**src/bsl_pkg.sv**
```systemverilog
// Package of constants and types for the boot status indicator sequencer
package bsl_pkg;
    // Clock rate and pattern timing
    localparam int CLK_HZ = 40000000;
    localparam int POWERON_MS = 1000;
    localparam int POWERON_CYC = CLK_HZ / 1000 * POWERON_MS;
    localparam int FAST_MS = 100;
    localparam int SLOW_MS = 1000;
    localparam int BEAT_MS = 500;
    localparam int BEAT_ON_MS = 100;
    localparam int FAST_CYC = CLK_HZ / 1000 * FAST_MS;
    localparam int SLOW_CYC = CLK_HZ / 1000 * SLOW_MS;
    localparam int BEAT_CYC = CLK_HZ / 1000 * BEAT_MS;
    localparam int BEAT_ON_CYC = CLK_HZ / 1000 * BEAT_ON_MS;
    localparam int CNT_W = 32;

    // Indicator colours on the two-bit output
    typedef enum logic [1:0] {
        BSL_OFF = 2'h0,
        BSL_RED = 2'h1,
        BSL_GREEN = 2'h2,
        BSL_YELLOW = 2'h3
    } bsl_colour_t;

    // Boot phase as reported by firmware
    typedef enum logic [2:0] {
        BSL_PH_FLASH = 3'h0,
        BSL_PH_MEMCHK = 3'h1,
        BSL_PH_PANEL = 3'h2,
        BSL_PH_PREBOOT = 3'h3,
        BSL_PH_DISK = 3'h4,
        BSL_PH_FWBOOT = 3'h5,
        BSL_PH_OPER = 3'h6
    } bsl_phase_t;

    // Sequencer states
    typedef enum logic [2:0] {
        BSL_ST_POWERON = 3'h0,
        BSL_ST_RUN = 3'h1,
        BSL_ST_HALTRED = 3'h2,
        BSL_ST_DEAD = 3'h3,
        BSL_ST_SLEEP = 3'h4
    } bsl_state_t;
endpackage

```
**src/bsl_blink_if.sv**
```systemverilog
// Interface carrying the blink pattern phases to the sequencer
`timescale 1ns/1ps
`default_nettype none
interface bsl_blink_if;
    logic fastOn;
    logic slowOn;
    logic beatOn;
    modport gen (output fastOn, output slowOn, output beatOn);
    modport use_ (input fastOn, input slowOn, input beatOn);
endinterface
`default_nettype wire

```
**src/bsl_blink_gen.sv**
```systemverilog
// Pattern generator for fast flash, slow blink and heartbeat
`timescale 1ns/1ps
`default_nettype none
module bsl_blink_gen
    import bsl_pkg::*;
#(
    parameter int FAST_P = FAST_CYC,
    parameter int SLOW_P = SLOW_CYC,
    parameter int BEAT_P = BEAT_CYC,
    parameter int BEAT_ON_P = BEAT_ON_CYC
) (
    input wire logic clk,
    input wire logic srst,
    bsl_blink_if.gen blink
);
    typedef struct packed {
        logic [CNT_W-1:0] fastCnt;
        logic [CNT_W-1:0] slowCnt;
        logic [CNT_W-1:0] beatCnt;
        logic fastOn;
        logic slowOn;
        logic beatOn;
    } bsl_gen_t;

    bsl_gen_t st_r;
    bsl_gen_t st_nxt;

    // Three free counters; fast and slow toggle their phase at half period
    always_comb begin
        st_nxt = st_r;
        st_nxt.fastCnt = st_r.fastCnt + 32'h1;
        st_nxt.slowCnt = st_r.slowCnt + 32'h1;
        st_nxt.beatCnt = st_r.beatCnt + 32'h1;
        if (st_r.fastCnt >= CNT_W'(FAST_P / 2 - 1)) begin
            st_nxt.fastCnt = '0;
            st_nxt.fastOn = ~st_r.fastOn;
        end
        if (st_r.slowCnt >= CNT_W'(SLOW_P / 2 - 1)) begin
            st_nxt.slowCnt = '0;
            st_nxt.slowOn = ~st_r.slowOn;
        end
        // Heartbeat is a short pulse each period, not a square wave
        if (st_r.beatCnt >= CNT_W'(BEAT_P - 1)) begin
            st_nxt.beatCnt = '0;
        end
        st_nxt.beatOn = (st_nxt.beatCnt < CNT_W'(BEAT_ON_P));
    end

    always_ff @(posedge clk) begin
        if (srst) begin
            st_r <= '0;
        end else begin
            st_r <= st_nxt;
        end
    end

    assign blink.fastOn = st_r.fastOn;
    assign blink.slowOn = st_r.slowOn;
    assign blink.beatOn = st_r.beatOn;
endmodule
`default_nettype wire

```
**src/bsl_sequencer.sv**
```systemverilog
// Boot status indicator sequencer: boot phase and errors to colour pattern
//
// Notes on behaviour
// - After power-up show solid red at most one second, then advance.
// - Hardware discovery failure at power-on holds solid red, boot halted.
// - Flash boot shows green; corrupt or missing image gives red and halts.
// - Memory checks show green; self-check failure gives red and halts.
// - Panel link bring-up green; link failure flashes yellow, boot continues.
// - Preboot menu green; diagnostic failure gives red until power cycle.
// - Disk and firmware boot green; panel absent flashes yellow fast.
// - Operational state shows green heartbeat blink.
// - Panel link lost after operational gives yellow fast flash.
// - Freeze or fatal firmware error turns indicator off; a red halt already reached stays red.
// - Sleep or approaching sleep blinks green slowly; wake replays boot progression.
`timescale 1ns/1ps
`default_nettype none
module bsl_sequencer
    import bsl_pkg::*;
#(
    parameter int POWERON_P = POWERON_CYC,
    parameter int FAST_P = FAST_CYC,
    parameter int SLOW_P = SLOW_CYC,
    parameter int BEAT_P = BEAT_CYC,
    parameter int BEAT_ON_P = BEAT_ON_CYC
) (
    input wire logic clk,
    input wire logic srst,
    input wire logic [2:0] bootPhase,
    input wire logic hwDiscoverFail,
    input wire logic flashFail,
    input wire logic memCheckFail,
    input wire logic diagFail,
    input wire logic panelLinkOk,
    input wire logic fatalError,
    input wire logic sleepReq,
    output logic [1:0] ledColour,
    output logic bootHalted
);
    bsl_blink_if blink ();

    bsl_blink_gen #(
        .FAST_P(FAST_P),
        .SLOW_P(SLOW_P),
        .BEAT_P(BEAT_P),
        .BEAT_ON_P(BEAT_ON_P)
    ) u_gen (
        .clk(clk),
        .srst(srst),
        .blink(blink)
    );

    typedef struct packed {
        logic [2:0] phaseS1;
        logic [2:0] phaseS2;
        logic [2:0] phaseS3;
        logic [2:0] phaseAcc;
        logic [6:0] failS1;
        logic [6:0] failS2;
        bsl_state_t state;
        logic [CNT_W-1:0] cnt;
        bsl_colour_t colour;
        logic halted;
    } bsl_seq_t;

    bsl_seq_t st_r;
    bsl_seq_t st_nxt;

    // Decoded synchronised inputs
    bsl_phase_t phase;
    logic hwFailS;
    logic flashFailS;
    logic memFailS;
    logic diagFailS;
    logic linkOkS;
    logic fatalS;
    logic sleepS;

    // Green when the panel link is up, yellow fast flash when it is not
    function automatic bsl_colour_t link_colour(input logic ok, input logic flash);
        bsl_colour_t c;
        c = BSL_OFF;
        if (ok) begin
            c = BSL_GREEN;
        end else if (flash) begin
            c = BSL_YELLOW;
        end
        return c;
    endfunction

    always_comb begin
        // Phase word may be caught mid-change; take it once two samples agree
        phase = bsl_phase_t'(st_r.phaseAcc);
        if (st_r.phaseS2 == st_r.phaseS3) begin
            phase = bsl_phase_t'(st_r.phaseS2);
        end
        hwFailS = st_r.failS2[0];
        flashFailS = st_r.failS2[1];
        memFailS = st_r.failS2[2];
        diagFailS = st_r.failS2[3];
        linkOkS = st_r.failS2[4];
        fatalS = st_r.failS2[5];
        sleepS = st_r.failS2[6];
    end

    // Inputs come from firmware-driven pins; two stages before use
    always_comb begin
        st_nxt = st_r;
        st_nxt.phaseS1 = bootPhase;
        st_nxt.phaseS2 = st_r.phaseS1;
        st_nxt.phaseS3 = st_r.phaseS2;
        st_nxt.phaseAcc = phase; // Last agreed phase, held across a change
        st_nxt.failS1 = {sleepReq, fatalError, panelLinkOk, diagFail,
                         memCheckFail, flashFail, hwDiscoverFail};
        st_nxt.failS2 = st_r.failS1;
        st_nxt.halted = 1'b0;
        st_nxt.colour = BSL_OFF;
        unique case (st_r.state)
            BSL_ST_POWERON: begin
                // Red at most the power-on time, then hand over to phases
                st_nxt.colour = BSL_RED;
                st_nxt.cnt = st_r.cnt + 32'h1;
                if (hwFailS) begin
                    st_nxt.state = BSL_ST_HALTRED;
                    st_nxt.halted = 1'b1;
                end else if (st_r.cnt >= CNT_W'(POWERON_P - 1)) begin
                    st_nxt.state = BSL_ST_RUN;
                    st_nxt.colour = BSL_GREEN;
                    st_nxt.cnt = '0;
                end
            end
            BSL_ST_RUN: begin
                st_nxt.colour = BSL_GREEN;
                unique case (phase)
                    BSL_PH_FLASH: begin
                        if (flashFailS) begin
                            st_nxt.state = BSL_ST_HALTRED;
                        end
                    end
                    BSL_PH_MEMCHK: begin
                        if (memFailS) begin
                            st_nxt.state = BSL_ST_HALTRED;
                        end
                    end
                    BSL_PH_PANEL: begin
                        // Boot keeps going; only the colour reports the fault
                        st_nxt.colour = link_colour(linkOkS, blink.fastOn);
                    end
                    BSL_PH_PREBOOT: begin
                        if (diagFailS) begin
                            st_nxt.state = BSL_ST_HALTRED;
                        end
                    end
                    BSL_PH_DISK, BSL_PH_FWBOOT: begin
                        st_nxt.colour = link_colour(linkOkS, blink.fastOn);
                    end
                    BSL_PH_OPER: begin
                        // Heartbeat while linked, fast yellow once link lost
                        st_nxt.colour = linkOkS
                            ? (blink.beatOn ? BSL_GREEN : BSL_OFF)
                            : link_colour(1'b0, blink.fastOn);
                        if (sleepS) begin
                            st_nxt.state = BSL_ST_SLEEP;
                        end
                    end
                    default: begin
                        st_nxt.colour = BSL_GREEN;
                    end
                endcase
                if (st_nxt.state == BSL_ST_HALTRED) begin
                    st_nxt.colour = BSL_RED;
                    st_nxt.halted = 1'b1;
                end
            end
            BSL_ST_HALTRED: begin
                // Only reset (power cycle) leaves this state
                st_nxt.colour = BSL_RED;
                st_nxt.halted = 1'b1;
            end
            BSL_ST_DEAD: begin
                st_nxt.colour = BSL_OFF;
                st_nxt.halted = 1'b1;
            end
            BSL_ST_SLEEP: begin
                st_nxt.colour = blink.slowOn ? BSL_GREEN : BSL_OFF;
                if (!sleepS) begin
                    // Wake replays the whole progression from power-on
                    st_nxt.state = BSL_ST_POWERON;
                    st_nxt.cnt = '0;
                    st_nxt.colour = BSL_RED;
                end
            end
            default: begin
                st_nxt.state = BSL_ST_POWERON;
                st_nxt.cnt = '0;
            end
        endcase
        // Approaching sleep in any run phase before operational also blinks slowly
        if (st_r.state == BSL_ST_RUN && sleepS && phase != BSL_PH_OPER
                && st_nxt.state == BSL_ST_RUN) begin
            st_nxt.colour = blink.slowOn ? BSL_GREEN : BSL_OFF;
        end
        // Fatal error beats every other indication except the red halt
        if (fatalS && st_r.state != BSL_ST_HALTRED) begin
            st_nxt.state = BSL_ST_DEAD;
            st_nxt.colour = BSL_OFF;
            st_nxt.halted = 1'b1;
        end
    end

    always_ff @(posedge clk) begin
        if (srst) begin
            st_r <= '0;
            st_r.state <= BSL_ST_POWERON;
            st_r.colour <= BSL_RED;
        end else begin
            st_r <= st_nxt;
        end
    end

    assign ledColour = st_r.colour;
    assign bootHalted = st_r.halted;
endmodule
`default_nettype wire

```
**config.mk**
```make
export PLATFORM = sky130hd
export DESIGN_NAME = bsl_sequencer
export DESIGN_NICKNAME = d
export VERILOG_FILES = /design/src/bsl_pkg.sv /design/src/bsl_blink_if.sv /design/src/bsl_blink_gen.sv /design/src/bsl_sequencer.sv
export SDC_FILE = /design/constraint.sdc
export NUM_CORES = 1
export LEC_CHECK = 0
export ABC_AREA = 0
export CORE_AREA = 2 2 191 99
export DETAILED_ROUTE_END_ITERATION = 8
export DIE_AREA = 0 0 193 101
export DONT_BUFFER_PORTS = 1
export PLACE_DENSITY = 0.55
export SLEW_MARGIN = 40
export SYNTH_ARGS = -nofsm -noshare
export SYNTH_HDL_FRONTEND = slang
export SYNTH_SLANG_ARGS = --single-unit
export TNS_END_PERCENT = 20
```
**constraint.sdc**
```tcl
create_clock -name clk -period 3.3 [get_ports clk]
set_input_delay 0 -clock clk [delete_from_list [all_inputs] [get_ports clk]]
set_output_delay 0 -clock clk [all_outputs]
set_load 0.03 [all_outputs]
```
==> impl_metrics.ini, run 1 <==
[setup_path]
critical_path.max_fanout = 8
r2r_cells = 7
worstPathArrival_ns = 3.05
timing.critical_path.from = u_gen.st_r[12]$_SDFF_PP0_
start_kind = register
critPathCaptureType = register
rrSetupSlack_ns = 0.57
r2r_start = u_gen.st_r[12]$_SDFF_PP0_
crit_required_ns = 3.62
r2r-end = u_gen.blink.beatOn$_SDFF_PP0_
critical_path_class = reg2reg

[worst_hold_path]
hold_start = srst
worstHoldPathType = in2reg
hold_depth = 2
hold-path-endpoint = u_gen.st_r[68]$_SDFF_PP0_

[global_routing]
gr-usage-all-layers_pct = 15.7
grt_overflow = 0
grt_pass1_wl_mm = 24.1
antenna_found_initial = 0
top_usage_layer = met1
grtUsageMet1_pct = 25.5
grt_pass1_vias = 4639
met3_usage_pct = 4.35
grtUsageMet2_pct = 19.0
grt_max_degree = 41

[floorplan]
die-area_sq_um = 19500
rows = 35
dieHeight_um = 101
initial_core_util_pct = 39.1
die_w_um = 193
coreArea_sq_um = 18000
io_pins = 15

[clock_network]
clk_pin_slew_ns = 0.07
root_buffer = clkbuf_16
h-tree-depth = 4
cts_max_path_buffers = 2
cts-resized-gates = 0
cts_made_buffers = 17
cts_hold_buffers = 13
cts_setup_buffers = 0
clock_sinks = 163
cts_tree = yes
clock_latency_ns = 0.43

[place]
dp_hpwl_mm = 9.59
dp_cells = 1031
gp_congestion = 0.825
portBuffers = 0

[layout]
final_core_utilization_pct = 44.7
n_antenna_cell = 0
final_layout_size_suffix_gt1_share_pct = 6.71
syn2layout_area_growth_pct = 14.4
fin_nets = 839
instances_no_fill = 1075

[power_and_ir_drop]
pwr-share-comb_pct = 3.4
p_int_mw = 3.20
p_leak_nw = 2.77
switching_power_mw = 0.931
clock_power_share_pct = 47.2
seqPwrFrac_pct = 49.4
switching_share_pct = 22.5
power.density_nw_per_um2 = 515
irDropWorstVdd_mv = 0.447

[yosys]
synthTopCellsByArea = dfxtp_1, nor2_1, xor2_1
yosysTopAreaCellShare_pct = 46.5
yosys_most_used_dff = dfxtp_1
syn_inst = 791
yosys.area.top_type = dfxtp_1
yosys_register_bits = 163
seq_area_frac_synth_pct = 46.5
syn_area_sq_um = 7020
synth-async-reset-ratio_pct = 0
yosysWarnings = 0
yosysUniqueCellTypes = 66
synth_area_per_cell_sq_um = 8.87
synth_edf_count = 0

[timing]
hold_ws_ns = 0.0282
slew_headroom_pct = 46.1
fin_crit_sh_pct = 82.7
maxSlewViolCount = 0
tns_ns = 0
finalWorstPathRequiredPeriod_ns = 2.73
hold_viol = 0
max_freq_mhz = 366
fin_skew_ns = 0.0105
finalSetupViolCount = 0
rsz0062_at_grt = no
worstMarginPinSlew_ns = 0.809

[outcome]
status = complete, no violations

[detailed_routing]
drt_iter0_markers = 288
routed_wl_mm = 14.2
vias = 5270
drc_errors = 0
wire_per_inst_um = 13.2
ant_nets = 0
first_pass_iters = 5
viasPerCell = 4.90

[job]
drv_cap = 0
## cells in the final DEF (no fill, tap or decap), types with 7 or more instances in the layout
cell type,count
a21oi_1,15
and3_1,14
and4_1,7
clkbuf_16,17
conb_1,25
dfxtp_1,163
dlygate4sd3_1,12
inv_1,23
nand2_1,57
nand2b_1,9
nand3_1,45
nand4_1,24
nor2_1,135
nor2b_1,27
nor3_1,18
nor4_1,14
o21ai_0,9
or3_1,7
xnor2_1,41
xor2_1,57
## area by class of cell
class                   instances  area, sq um
fillers                      1783         9920
multi-input cells             600         3630
flip-flops and latches        163         3260
clock buffers                  19          443
well taps                     240          300
repair buffers                 18          178
clock inverters                12          130
inverters                      23         86.3
## power groups by stage
stage / Clock [mW] / Combinational [mW] / Sequential [mW]
floorplan: 0 / 0.109 / 2.07
global placement: 0 / 0.119 / 2.09
detailed placement: 0 / 0.116 / 2.09
CTS: 2.01 / 0.140 / 2.04
global route: 2.08 / 0.160 / 2.05
finish: 1.95 / 0.140 / 2.04
## metrics by stage
step	total power [mW]	instance area [sq um]	setup slack (ns)
CTS	4.19	8030	0.594
finish	4.13	8030	0.571
floorplan	2.18	7110	0.977
global placement	2.21	7320	0.640
global route	4.29	8030	0.325
detailed placement	2.20	7320	0.628
## worst max-delay path, stage by stage (launching register included)
cell,delay (ns)
dfxtp_1,0.52
nand4_4,0.22
nor4_4,0.42
nand2_1,0.14
nor4_1,0.39
xor2_1,0.11
or4_1,0.53
o41ai_2,0.29
## Yosys cell counts (7+ instances only)
cell and number:
xnor2_1 41, inv_1 23, xor2_1 57, nor3_1 18, nand3_1 45, nor2b_1 27
o21ai_0 9, and3_1 14, clkbuf_1 20, nand2_1 57, and4_1 7, nor4_1 14
nand2b_1 9, nand4_1 24, a21oi_1 15, or3_1 7, nor2_1 135, dfxtp_1 163
## how the worst max path moves through the flow
stage | end | slack (ns) | depth (start not counted)
final | u_gen.blink.beatOn$_SDFF_PP0_ | 0.57 | 7
after global routing | u_gen.blink.beatOn$_SDFF_PP0_ | 0.33 | 7
after CTS | u_gen.blink.beatOn$_SDFF_PP0_ | 0.59 | 7
after detailed placement | u_gen.blink.beatOn$_SDFF_PP0_ | 0.63 | 7
after global placement | u_gen.blink.beatOn$_SDFF_PP0_ | 0.64 | 7
after floorplan | u_gen.blink.beatOn$_SDFF_PP0_ | 0.98 | 8
## logic make-up after synthesis
group / count (synthesis) / synth area share (%)
other: 1 / 0.0534
xor gates and xnor gates: 98 / 12.2
adders and majority gates: 4 / 0.713
muxes: 5 / 0.749
buffers and inverters: 52 / 3.10
DFF: 163 / 46.5
and+or+nand+nor: 385 / 28.0
AOI/OAI and AO/OA: 83 / 8.68
## state kept, by name, indices dropped and copies added (netlist names), 2 cells and up
name and cells:
ledColour 2, st_nxt 13, st_r 41, u_gen.st_r 96
## metal layers
metal | share of wire, % | vias to the layer above
met2 | 34 | 107
met4 | 0.92 | 0
met5 | 0 | -
li1 | - | 2768
met1 | 61 | 2382
met3 | 4.6 | 13
Power figures use the tool's default switching activity.
==> inputs of run 2 (changes only) <==
--- a/config.mk
+++ b/config.mk
@@ -10,7 +10,7 @@
 export DETAILED_ROUTE_END_ITERATION = 8
 export DIE_AREA = 0 0 193 101
 export DONT_BUFFER_PORTS = 1
-export PLACE_DENSITY = 0.55
+export PLACE_DENSITY = 0.57
 export SLEW_MARGIN = 40
 export SYNTH_ARGS = -nofsm -noshare
 export SYNTH_HDL_FRONTEND = slang
==> constraint.sdc (replaced) <==
create_clock -name clk -period 2.5 [get_ports clk]
set_input_delay 0 -clock clk [delete_from_list [all_inputs] [get_ports clk]]
set_output_delay 0 -clock clk [all_outputs]
set_load 0.03 [all_outputs]
==> run 2 against run 1 <==
- non-clock buffer count grew 35
- largest power group unchanged
- highest routed layer unchanged
- sequential power up 32%
- hold slack better by 0.016 ns
- critical path type unchanged
- clock skew fell by 0.0017 ns
- global-route usage is 0.32 points higher
- routed wire length rose by 2.8%
==> impl_metrics.ini, run 2 (synthesized netlist as in run 1, its figures left out) <==
[power_and_ir_drop]
power.density_nw_per_um2 = 664
power_mw = 5.55
p_leak_nw = 2.96
irDropWorstVdd_mv = 0.495

[setup_path]
worstPathArrival_ns = 2.71
cp_slowest_cell = dfxtp_1
critical_path.max_fanout = 5
crit_required_ns = 2.82
r2r_cells = 7
crit_path_frequent_cell = or4_1
critical_path_class = reg2reg
critPathCaptureType = register
start_kind = register
r2r_start = u_gen.st_r[15]$_SDFF_PP0_
worstPathCellList = nand4_4 > nor4_4 > nand3_2 > or4_1 > o211a_1 > or4_1 > o41ai_2
slowest_delay_ns = 0.44
crit_buf_inv = 0
critical-path-top-delay-family = simple AND/OR/NAND/NOR gates
r2r-end = u_gen.blink.beatOn$_SDFF_PP0_
rrSetupSlack_ns = 0.12

[detailed_routing]
viasPerCell = 4.79
first_pass_iters = 5
routed_wl_mm = 14.6
drc_errors = 0
vias = 5318
wire_per_inst_um = 13.1
ant_nets = 0
drt_iter0_markers = 361

[place]
dp_cells = 1066
gp_congestion = 0.836
dp_hpwl_mm = 10.1
portBuffers = 0

[layout]
syn2layout_area_growth_pct = 19.1
final_cell_mix = dfxtp_1, nor2_1, nand2_1, xor2_1, nand3_1
regMostFlops = u_gen.st_r
largest_register_ffs = 96
final_core_utilization_pct = 46.6
fin_nets = 874
instances_no_fill = 1111
final_common_cell = dfxtp_1
n_antenna_cell = 0
final_layout_size_suffix_gt1_share_pct = 10.7

[clock_network]
cts_made_buffers = 17
cts_tree = yes
cts_max_path_buffers = 2
clock_sinks = 163
clk_pin_slew_ns = 0.06
clock_latency_ns = 0.42
h-tree-depth = 4
root_buffer = clkbuf_16

[global_routing]
gr-usage-all-layers_pct = 16.0
grt_max_degree = 42
grt_overflow = 0
antenna_found_initial = 0
grt_pass1_vias = 4785
grt_pass1_wl_mm = 24.6

[worst_hold_path]
hold_depth = 3
worstHoldPathType = in2reg
hold-path-endpoint = u_gen.st_r[36]$_SDFF_PP0_
hold_start = srst

[outcome]
status = complete, no violations

[floorplan]
rows = 35
dieHeight_um = 101
io_pins = 15
die_w_um = 193
initial_core_util_pct = 39.1
die-area_sq_um = 19500
coreArea_sq_um = 18000

[timing]
finalSetupViolCount = 0
rsz0062_at_grt = no
maxSlewViolCount = 0
finalWorstPathRequiredPeriod_ns = 2.38
max_freq_mhz = 419
tns_ns = 0
fin_skew_ns = 0.00879
fin_crit_sh_pct = 95.4
hold_viol = 0

[job]
drv_cap = 0
## run 2: cell count changes in the layout (fill, tap and decap cells not counted), moves of 2 or more
cell      previous run  this run
clkbuf_1             1         4
clkinv_2             4         1
buf_12               1         3
buf_4                5        38
## run 2: per-stage QoR
stage / setup WS, ns / hold slack (ns) / instance area, sq um
after floorplan: 0.177 / 0.128 / 7110
after global routing: 0.0133 / 0.0402 / 8360
final: 0.115 / 0.0443 / 8360
after global placement: 0.143 / 0.0797 / 7610
after CTS: 0.00667 / 0.0194 / 8330
after detailed placement: 0.0222 / 0.0821 / 7610
## run 2: worst max-delay path by stage
stage | depth (start not counted) | start | endpoint
after floorplan | 8 | u_gen.st_r[11]$_SDFF_PP0_ | u_gen.blink.beatOn$_SDFF_PP0_
after global placement | 8 | u_gen.st_r[3]$_SDFF_PP0_ | u_gen.st_r[14]$_SDFF_PP0_
after detailed placement | 8 | u_gen.st_r[3]$_SDFF_PP0_ | u_gen.st_r[10]$_SDFF_PP0_
after CTS | 8 | u_gen.st_r[3]$_SDFF_PP0_ | u_gen.st_r[10]$_SDFF_PP0_
after global routing | 8 | u_gen.st_r[8]$_SDFF_PP0_ | u_gen.blink.beatOn$_SDFF_PP0_
final | 7 | u_gen.st_r[15]$_SDFF_PP0_ | u_gen.blink.beatOn$_SDFF_PP0_
## run 2: power breakdown
group          total, mW  internal (mW)  switching, mW
Combinational      0.208         0.0963          0.112
Sequential          2.70           2.65         0.0428
Clock               2.65           1.58           1.07
## run 2: cell type report
cell class              count  area (sq um)
fillers                  1712          9590
multi-input cells         600          3650
flip-flops and latches    163          3260
repair buffers             53           465
clock buffers              21           440
well taps                 240           300
clock inverters            11           153
inverters                  23          86.3
## run 2: worst register-to-register path: cells and delay by family (launching register included)
family | cells | cell delay [ns]
AND/OR/NAND/NOR | 5 | 1.46
AO/OA/AOI/OAI | 2 | 0.40
flip-flops | 1 | 0.44
## run 2: routing by layer
layer  vias to the layer above  track usage (%)  part of all wire, %
li1                       2840                -                    -
met1                      2352             26.6                   60
met2                       117             18.4                   33
met3                         9             4.66                  6.0
met4                         0             4.43                 0.80
met5                         -                0                    0
## run 2: timing repair
| item | 4_1_cts | 5_1_grt |
|---|---|---|
| hold endpoints to repair | 88 | 4 |
| setup buffers | 0 | 0 |
| hold buffers | 12 | 1 |
| gates resized for setup | 0 | 5 |
| setup endpoints to repair | 0 | 30 |
